--- config.mk ---
export PLATFORM = sky130hd
export DESIGN_NAME = fsmc_top
export DESIGN_NICKNAME = d
export VERILOG_FILES = /design/src/logic/fsmc_pkg.sv /design/src/logic/fsmc_timing_gen.sv /design/src/logic/fsmc_top.sv
export VERILOG_INCLUDE_DIRS = /design/src /design/src/logic
export SDC_FILE = /design/constraint.sdc
export NUM_CORES = 1
export LEC_CHECK = 0
export BUFFER_PORTS_ARGS = -buffer_cell sky130_fd_sc_hd__buf_2
export CAP_MARGIN = 20
export CORE_MARGIN = 2
export CORE_UTILIZATION = 45
export DETAILED_ROUTE_END_ITERATION = 8
export GPL_ROUTABILITY_DRIVEN = 0
export PLACE_DENSITY = 0.8
export SLEW_MARGIN = 20
export SYNTH_ARGS = -nofsm -noshare
export SYNTH_HDL_FRONTEND = slang
export SYNTH_SLANG_ARGS = --single-unit
--- constraint.sdc ---
create_clock -name ref_clk -period 6.6 [get_ports ref_clk]
set_input_delay 0.33 -clock ref_clk [delete_from_list [all_inputs] [get_ports ref_clk]]
set_output_delay 0.33 -clock ref_clk [all_outputs]
set_load 0.005 [all_outputs]
--- src/logic/fsmc_defs.svh ---
// Register map, field positions, reset values and timing counts
`ifndef FSMC_DEFS_SVH
`define FSMC_DEFS_SVH

`define FSMC_OFS_STATUS 12'h000
`define FSMC_OFS_MARGIN 12'h004
`define FSMC_OFS_MODE 12'h008
`define FSMC_OFS_IRQ_STS 12'h00c
`define FSMC_OFS_IRQ_MASK 12'h010

`define FSMC_KEY_READ 8'h96
`define FSMC_KEY_WRITE 8'ha5

`define FSMC_ST_PROTECT 6
`define FSMC_ST_EXIT 5
`define FSMC_ST_LOCK 4
`define FSMC_ST_WAIT 3
`define FSMC_ST_ACCV 2
`define FSMC_ST_PWVIO 1
`define FSMC_ST_BUSY 0

`define FSMC_MD_BLOCK 7
`define FSMC_MD_WRITE 6
`define FSMC_MD_GLOBAL 3
`define FSMC_MD_MASS 2
`define FSMC_MD_ERASE 1

`define FSMC_MG_ONE 5
`define FSMC_MG_ZERO 4

`define FSMC_PROTECT_RST 1'b1
`define FSMC_LOCK_RST 1'b1
`define FSMC_WAIT_RST 1'b1

`define FSMC_EV_WRITE 0
`define FSMC_EV_ERASE 1
`define FSMC_EV_ACCV 2
`define FSMC_EV_PASSWORD_VIOLATION 3

`define FSMC_CLK_NS 4
`define FSMC_WRITE_NS 120
`define FSMC_ERASE_NS 12000
`define FSMC_WRITE_CYC \
  ((`FSMC_WRITE_NS + `FSMC_CLK_NS - 1) / `FSMC_CLK_NS)
`define FSMC_ERASE_CYC \
  ((`FSMC_ERASE_NS + `FSMC_CLK_NS - 1) / `FSMC_CLK_NS)

`endif

--- src/logic/fsmc_pkg.sv ---
// Types shared by the flash status and margin controller
package fsmc_pkg;
  typedef enum logic [2:0] {
    R_STATUS, R_MARGIN, R_MODE, R_IRQ_STS, R_IRQ_MASK, R_NONE
  } fsmc_reg_e;
  typedef enum {ST_IDLE, ST_WRITE, ST_BLOCK_WAIT, ST_ERASE} fsmc_state_e;
  typedef logic [11:0] fsmc_cnt_t;
endpackage

--- src/logic/fsmc_timing_gen.sv ---
// Flash timing generator: times one write or erase pulse
`timescale 1ns/1ns
`default_nettype none
`include "fsmc_defs.svh"
module fsmc_timing_gen
  import fsmc_pkg::*;
(
  input wire logic ref_clk,
  input wire logic rst_n,
  input wire logic start,
  input wire logic abort,
  input wire logic is_erase,
  output logic busy,
  output logic done
);
  fsmc_cnt_t cnt;

  always_ff @(posedge ref_clk or negedge rst_n)
  begin
    if (!rst_n)
    begin
      busy <= 1'b0;
      cnt <= '0;
    end
    else if (abort)
    begin
      busy <= 1'b0;
      cnt <= '0;
    end
    else if (start)
    begin
      busy <= 1'b1;
      cnt <= is_erase ? 12'(`FSMC_ERASE_CYC - 1) : 12'(`FSMC_WRITE_CYC - 1);
    end
    else if (busy)
    begin
      if (cnt == '0)
        busy <= 1'b0;
      else
        cnt <= cnt - 12'h001;
    end
  end

  // Done marks the last busy cycle so the sequencer leaves with busy
  assign done = busy && (cnt == '0) && !abort;
endmodule
`default_nettype wire

--- src/logic/fsmc_top.sv ---
// Flash status, protection and marginal-read control with APB access
// Behaviour
// - Writing 1 toggles info-segment protect; writing 0 leaves it.
// - Mass erase spares info memory while protect is set.
// - Emergency-exit bit at status bit 5 aborts the flash operation.
// - Write or erase starts only while the lock bit is clear.
// - Setting lock mid write or erase lets it finish.
// - Lock during block wait clears block mode and ready, ends cleanly.
// - Ready bit sets when a write finishes; clears when a write starts or block wait ends.
// - Access-violation flag at bit 2 records a refused access until a status write clears it.
// - Wrong password sets key-violation and forces power-up clear.
// - Busy bit mirrors the timing generator activity.
// - Password byte reads 96h; writes need A5h.
// - Emergency exit clears block, write and erase selections.
// - With both margin bits set, margin-one wins.
// - CPU fetch from flash clears both margin bits.
//
// The register addresses and the APB interface to the registers were left to the implementer.
`timescale 1ns/1ns
`default_nettype none
`include "fsmc_defs.svh"
module fsmc_top
  import fsmc_pkg::*;
(
  input wire logic ref_clk,
  input wire logic rst_n,
  input wire logic psel,
  input wire logic penable,
  input wire logic pwrite,
  input wire logic [11:0] paddr,
  input wire logic [31:0] pwdata,
  output logic [31:0] prdata,
  output logic pready,
  output logic pslverr,
  input wire logic flash_access,
  input wire logic cpu_fetch_flash,
  output logic flash_busy,
  output logic erase_info_enable,
  output logic erase_all_arrays,
  output logic margin_one_active,
  output logic margin_zero_active,
  output logic power_up_clear_reset,
  output logic irq
);
  import fsmc_pkg::*;

  function automatic fsmc_reg_e reg_decode(input logic [11:0] a);
    unique case (a)
      `FSMC_OFS_STATUS: reg_decode = R_STATUS;
      `FSMC_OFS_MARGIN: reg_decode = R_MARGIN;
      `FSMC_OFS_MODE: reg_decode = R_MODE;
      `FSMC_OFS_IRQ_STS: reg_decode = R_IRQ_STS;
      `FSMC_OFS_IRQ_MASK: reg_decode = R_IRQ_MASK;
      default: reg_decode = R_NONE;
    endcase
  endfunction

  function automatic logic is_keyed(input fsmc_reg_e r);
    is_keyed = (r == R_STATUS) || (r == R_MARGIN) || (r == R_MODE);
  endfunction

  fsmc_state_e state;
  fsmc_reg_e sel;
  logic acc;
  logic wr_fire;
  logic key_ok;
  logic key_bad;
  logic wr_status;
  logic wr_margin;
  logic wr_mode;
  logic wr_irq_sts;
  logic wr_irq_mask;
  logic info_segment_protect;
  logic emergency_exit;
  logic lock;
  logic wait_ready;
  logic access_violation_flag;
  logic password_violation;
  logic block_write_mode;
  logic write_select;
  logic global_mass_erase;
  logic mass_erase_select;
  logic erase_bit;
  logic margin_one_read;
  logic margin_zero_read;
  logic [3:0] irq_sts;
  logic [3:0] irq_mask;
  logic [3:0] events;
  logic erase_sel;
  logic op_running;
  logic start_write;
  logic start_erase;
  logic write_done;
  logic erase_done;
  logic blk_end;
  logic av_set;
  logic tg_done;
  logic [31:0] rd_val;

  // APB decode; every access takes exactly one wait state
  assign sel = reg_decode(paddr);
  assign acc = psel && penable;
  assign wr_fire = acc && pready && pwrite && (sel != R_NONE);
  assign key_ok = pwdata[15:8] == `FSMC_KEY_WRITE;
  assign key_bad = wr_fire && is_keyed(sel) && !key_ok;
  assign wr_status = wr_fire && (sel == R_STATUS) && key_ok;
  assign wr_margin = wr_fire && (sel == R_MARGIN) && key_ok;
  assign wr_mode = wr_fire && (sel == R_MODE) && key_ok;
  assign wr_irq_sts = wr_fire && (sel == R_IRQ_STS);
  assign wr_irq_mask = wr_fire && (sel == R_IRQ_MASK);

  always_ff @(posedge ref_clk or negedge rst_n)
  begin
    if (!rst_n)
      pready <= 1'b0;
    else
      pready <= acc && !pready;
  end

  always_comb
  begin
    rd_val = 32'h0000_0000;
    unique case (sel)
      R_STATUS:
      begin
        rd_val[15:8] = `FSMC_KEY_READ;
        rd_val[`FSMC_ST_PROTECT] = info_segment_protect;
        rd_val[`FSMC_ST_EXIT] = emergency_exit;
        rd_val[`FSMC_ST_LOCK] = lock;
        rd_val[`FSMC_ST_WAIT] = wait_ready;
        rd_val[`FSMC_ST_ACCV] = access_violation_flag;
        rd_val[`FSMC_ST_PWVIO] = password_violation;
        rd_val[`FSMC_ST_BUSY] = flash_busy;
      end
      R_MARGIN:
      begin
        // Bits 7, 6 and 3..0 stay zero
        rd_val[15:8] = `FSMC_KEY_READ;
        rd_val[`FSMC_MG_ONE] = margin_one_read;
        rd_val[`FSMC_MG_ZERO] = margin_zero_read;
      end
      R_MODE:
      begin
        rd_val[15:8] = `FSMC_KEY_READ;
        rd_val[`FSMC_MD_BLOCK] = block_write_mode;
        rd_val[`FSMC_MD_WRITE] = write_select;
        rd_val[`FSMC_MD_GLOBAL] = global_mass_erase;
        rd_val[`FSMC_MD_MASS] = mass_erase_select;
        rd_val[`FSMC_MD_ERASE] = erase_bit;
      end
      R_IRQ_STS: rd_val[3:0] = irq_sts;
      R_IRQ_MASK: rd_val[3:0] = irq_mask;
      R_NONE: rd_val = 32'h0000_0000;
    endcase
  end

  always_ff @(posedge ref_clk or negedge rst_n)
  begin
    if (!rst_n)
    begin
      prdata <= 32'h0000_0000;
      pslverr <= 1'b0;
    end
    else if (acc && !pready)
    begin
      prdata <= pwrite ? 32'h0000_0000 : rd_val;
      pslverr <= sel == R_NONE;
    end
  end

  // Flash sequencing
  assign erase_sel = mass_erase_select || erase_bit;
  assign op_running = (state == ST_WRITE) || (state == ST_ERASE);
  assign blk_end = (state == ST_BLOCK_WAIT) && !emergency_exit &&
                   (lock || !block_write_mode);
  assign start_write = flash_access && !lock && !emergency_exit &&
                       write_select && !erase_sel && !blk_end &&
                       ((state == ST_IDLE) ||
                        (state == ST_BLOCK_WAIT));
  assign start_erase = flash_access && !lock && !emergency_exit &&
                       erase_sel && (state == ST_IDLE);
  assign write_done = (state == ST_WRITE) && tg_done;
  assign erase_done = (state == ST_ERASE) && tg_done;
  // A locked or overlapping access is refused and flagged
  assign av_set = flash_access && !emergency_exit &&
                  (lock || op_running);

  fsmc_timing_gen u_tg (
    .ref_clk(ref_clk),
    .rst_n(rst_n),
    .start(start_write || start_erase),
    .abort(emergency_exit),
    .is_erase(start_erase),
    .busy(flash_busy),
    .done(tg_done)
  );

  always_ff @(posedge ref_clk or negedge rst_n)
  begin
    if (!rst_n)
      state <= ST_IDLE;
    else if (emergency_exit)
      state <= ST_IDLE;
    else
    begin
      // Lock is not checked here so a running operation completes
      unique case (state)
        ST_IDLE:
          if (start_write)
            state <= ST_WRITE;
          else if (start_erase)
            state <= ST_ERASE;
        ST_WRITE:
          if (tg_done)
            state <= (block_write_mode && write_select) ?
                     ST_BLOCK_WAIT : ST_IDLE;
        ST_BLOCK_WAIT:
          if (blk_end)
            state <= ST_IDLE;
          else if (start_write)
            state <= ST_WRITE;
        ST_ERASE:
          if (tg_done)
            state <= ST_IDLE;
      endcase
    end
  end

  always_ff @(posedge ref_clk or negedge rst_n)
  begin
    if (!rst_n)
      wait_ready <= `FSMC_WAIT_RST;
    else if (blk_end || start_write)
      wait_ready <= 1'b0;
    else if (write_done)
      wait_ready <= 1'b1;
  end

  // Erase scope is latched so protect changes mid erase do not matter
  always_ff @(posedge ref_clk or negedge rst_n)
  begin
    if (!rst_n)
    begin
      erase_info_enable <= 1'b0;
      erase_all_arrays <= 1'b0;
    end
    else if (start_erase)
    begin
      erase_info_enable <= mass_erase_select && erase_bit &&
                           !info_segment_protect;
      erase_all_arrays <= mass_erase_select && global_mass_erase;
    end
  end

  // Status register bits
  always_ff @(posedge ref_clk or negedge rst_n)
  begin
    if (!rst_n)
    begin
      info_segment_protect <= `FSMC_PROTECT_RST;
      emergency_exit <= 1'b0;
      lock <= `FSMC_LOCK_RST;
    end
    else if (wr_status)
    begin
      if (pwdata[`FSMC_ST_PROTECT])
        info_segment_protect <= !info_segment_protect;
      emergency_exit <= pwdata[`FSMC_ST_EXIT];
      lock <= pwdata[`FSMC_ST_LOCK];
    end
  end

  // Hardware sets win over a software clear in the same cycle
  always_ff @(posedge ref_clk or negedge rst_n)
  begin
    if (!rst_n)
    begin
      access_violation_flag <= 1'b0;
      password_violation <= 1'b0;
      power_up_clear_reset <= 1'b0;
    end
    else
    begin
      access_violation_flag <= av_set ||
        (wr_status ? pwdata[`FSMC_ST_ACCV] : access_violation_flag);
      password_violation <= key_bad || (password_violation &&
        !(wr_status && !pwdata[`FSMC_ST_PWVIO]));
      power_up_clear_reset <= key_bad;
    end
  end

  always_ff @(posedge ref_clk or negedge rst_n)
  begin
    if (!rst_n)
    begin
      block_write_mode <= 1'b0;
      write_select <= 1'b0;
      global_mass_erase <= 1'b0;
      mass_erase_select <= 1'b0;
      erase_bit <= 1'b0;
    end
    else if (emergency_exit)
    begin
      block_write_mode <= 1'b0;
      write_select <= 1'b0;
      global_mass_erase <= 1'b0;
      mass_erase_select <= 1'b0;
      erase_bit <= 1'b0;
    end
    else
    begin
      if (wr_mode)
      begin
        block_write_mode <= pwdata[`FSMC_MD_BLOCK];
        write_select <= pwdata[`FSMC_MD_WRITE];
        global_mass_erase <= pwdata[`FSMC_MD_GLOBAL];
        mass_erase_select <= pwdata[`FSMC_MD_MASS];
        erase_bit <= pwdata[`FSMC_MD_ERASE];
      end
      if (erase_done)
      begin
        global_mass_erase <= 1'b0;
        mass_erase_select <= 1'b0;
        erase_bit <= 1'b0;
      end
      if (blk_end && lock)
        block_write_mode <= 1'b0;
    end
  end

  // A fetch from flash outranks a simultaneous margin write
  always_ff @(posedge ref_clk or negedge rst_n)
  begin
    if (!rst_n)
    begin
      margin_one_read <= 1'b0;
      margin_zero_read <= 1'b0;
    end
    else if (cpu_fetch_flash)
    begin
      margin_one_read <= 1'b0;
      margin_zero_read <= 1'b0;
    end
    else if (wr_margin)
    begin
      margin_one_read <= pwdata[`FSMC_MG_ONE];
      margin_zero_read <= pwdata[`FSMC_MG_ZERO];
    end
  end

  always_ff @(posedge ref_clk or negedge rst_n)
  begin
    if (!rst_n)
    begin
      margin_one_active <= 1'b0;
      margin_zero_active <= 1'b0;
    end
    else
    begin
      margin_one_active <= margin_one_read;
      margin_zero_active <= margin_zero_read && !margin_one_read;
    end
  end

  // Interrupt events, write-one-to-clear, set wins
  assign events = {key_bad, av_set, erase_done, write_done};

  always_ff @(posedge ref_clk or negedge rst_n)
  begin
    if (!rst_n)
    begin
      irq_sts <= 4'h0;
      irq_mask <= 4'h0;
      irq <= 1'b0;
    end
    else
    begin
      irq_sts <= (irq_sts & ~(wr_irq_sts ? pwdata[3:0] : 4'h0)) | events;
      if (wr_irq_mask)
        irq_mask <= pwdata[3:0];
      irq <= |(irq_sts & irq_mask);
    end
  end
endmodule
`default_nettype wire

==> reports/summary.txt <==
Sequential fraction of the synthesis area: 43.1%
Routed vias: 2,750
Commonest cells after routing, fill and taps aside: 55 x buf_2, 50 x dfrtp_1, 34 x nand2_1
Pwr/cell area: 253 nW/um2
Dominant cells by area after synthesis: dfrtp_1 41%, buf_4 5.8%, nand2_1 4.1%, o21ai_0 3.1%, dfstp_2 2.6%
CP max FO: 6
Flop pwr share: 50.3%
Unrepaired setup endpoints after global routing: false
Rows: 30
Die boundary height: 86.8 um
Area leader, netlist: dfrtp_1
Chip Width: 86.8 um
Post-layout util: 50.6%
Commonest non-fill, non-tap cell in the layout: buf_2
Remaining antenna violation count: 0
Sw Ratio: 35.1%
Finished Cell Area: 3400 um2
IO Pins: 92
Antenna diode count: 0
CP Capture Type: flop
Total wire length: 7420 um
Async S/R FF share, synth: 100%
Setup tns final: 0 ps
Cell count after synthesis: 328
CP max-delay cell: nor4b_1
EDFF count, synth: 0
First-pass GRT wire length: 12,200 um
Worst-path cell chain: inv_1, ha_1, nor4b_1, and3_1, nor4_1, o311a_1
Final Cycle Share: 35.3%
Initial DRT Pass Iterations: 5
Largest net degree at the start of global routing: 54
Setup CP Type: flop to flop
Final Hold Viols: 0
Clk slew on worst S/H paths: 100 ps
WL/cell: 16.3 um
CTS tree: done
CTS Sinks: 53
CP arrival: 2530 ps
Cell Area, Placed: 3310 um2
Final net count: 425
Initial Util: 45.9%
Fin cells: 454
Worst-Skew Late Latency: 320 ps
Root buffer cell: clkbuf_8
Max VDD drop: 123 uV
All-Layer GR Usage: 20.4%
Max Cap Violations: 0
IO Port Bufs: 55
Synthesized flop and latch total: 53
Hold-fix buffers at CTS: 0
Mean Syn Cell Area: 9.40 um2
Post-CTS setup buffers: 0
Clock Power Share: 21.9%
Fin Clk Skew: 10.1 ps
Die Area: 7530 um2
DRC Markers: 0
Yosys warnings: 0
Startpoint types: flop
Outcome: finished clean
Most used DFF post-synth: dfrtp_1
Clock buffer depth: 2
Via density: 6.06
Worst hold path class: input pin to async pin
Max-slew headroom: 38.6%
Max Freq: 430 MHz
Leakage: 1.52 nW
Fin. max-slew vios: 0
CTS resizes: 0
NetSw: 0.302 mW
P&R area growth vs syn: 10.2%
Num CTS Buffers: 5
Min Tclk post-route: 2330 ps
# H-tree levels: 2
Number of global-route vias before repair: 2,577
CORE AREA: 6720 um2
Logic pwr share: 27.8%
Hpwl dp: 5450 um
Initial antenna violation count: 0
Synth cell types: 63
Layout cells sized above 1: 22.7%
CP peak stage delay: 680 ps
Post-Synthesis Cell Area: 3080 um2
Worst endpoint required time: 6800 ps
Yosys top cell area share: 40.6%
Worst-margin pin slew: 912 ps
Final setup violation count: 0
Placed insts: 446
Total power: 0.860 mW
Global route overflow: 0
Starting DRT DRC Count: 340
Internal: 0.559 mW
==> flip-flops by register name (all words and copies together) (netlist names), 2 cells and up <==
register  flops
irq_mask      4
irq_sts       4
prdata        9
state         2
u_tg.cnt     12
==> worst paths after layout <==
check | from | slack (ps) | cells past startpoint | endpoint
min in group ref_clk | pwdata[3] | 250 | 2 | irq_sts[3]
min reg2reg | margin_one_read | 440 | 0 | margin_one_active
max reg2reg | u_tg.cnt[0] | 4270 | 6 | u_tg.cnt[7]
max | u_tg.cnt[0] | 4270 | 6 | u_tg.cnt[7]
max in group asynchronous | rst_n | 6040 | 2 | irq_mask[3]
min | rst_n | 120 | 2 | margin_one_active
==> logic make-up after synthesis <==
kind of cell,count (synthesis),share of synthesized area (%)
DFF,53,43.1
other,1,0.122
and+or+nand+nor,131,24.5
buffers and inverters,44,8.32
AOI/OAI and AO/OA,81,17.8
muxes,14,4.83
xor gates and xnor gates,3,0.852
adders and majority gates,1,0.406
==> critical path: cells and delay by family (launching register included) <==
kind            cells  cell delay (ps)
simple gates        3             1170
compound gates      1              350
buf+inv             1               90
fa+ha+maj           1              200
flops               1              400
==> Yosys cell counts, drive strengths merged, types with 3 or more instances <==
cell type / number
mux2i: 7
a31oi: 5
nor2: 9
o21ai: 19
inv: 7
nor4: 12
a211oi: 3
or4: 6
and3: 3
nand2: 34
nor3b: 3
o31ai: 9
nand2b: 6
dfstp: 3
nor3: 7
nor4b: 4
dfrtp: 50
or2: 3
nand4: 6
buf: 25
a221oi: 3
a21oi: 15
mux2: 7
nor2b: 3
or3: 7
clkbuf: 12
a22oi: 5
nand3: 14
==> metal layers <==
layer  routed length, um  GRT usage, %  share of wire (%)
met1                3130          27.1                 42
met2                3590          32.9                 48
met3                 496          3.52                6.7
met4                 202          8.66                2.7
met5                   0             0                  0
==> area by class of cell <==
cell class | instances | area [um2]
fill | 638 | 3320
multi-input combinational | 250 | 1570
sequential | 53 | 1330
timing repair buffer | 56 | 283
tap | 80 | 100
clock buffer | 5 | 68.8
inverter | 7 | 26.3
clock inverter | 3 | 21.3
==> metrics by stage <==
stage	worst slack, ps	hold slack [ps]
after floorplan	4480	34.4
after CTS	4330	146
after detailed placement	4120	423
final	4270	118
after global routing	4140	172
after global placement	4190	417
==> power groups by stage <==
stage	Sequential [mW]	Combinational, mW	Clock [mW]
2_1_floorplan	0.417	0.195	0
3_3_place_gp	0.431	0.227	0
3_5_place_dp	0.434	0.238	0
4_1_cts	0.429	0.239	0.193
5_1_grt	0.440	0.274	0.205
6_report	0.433	0.239	0.188
(Power assumes the default switching activity.)
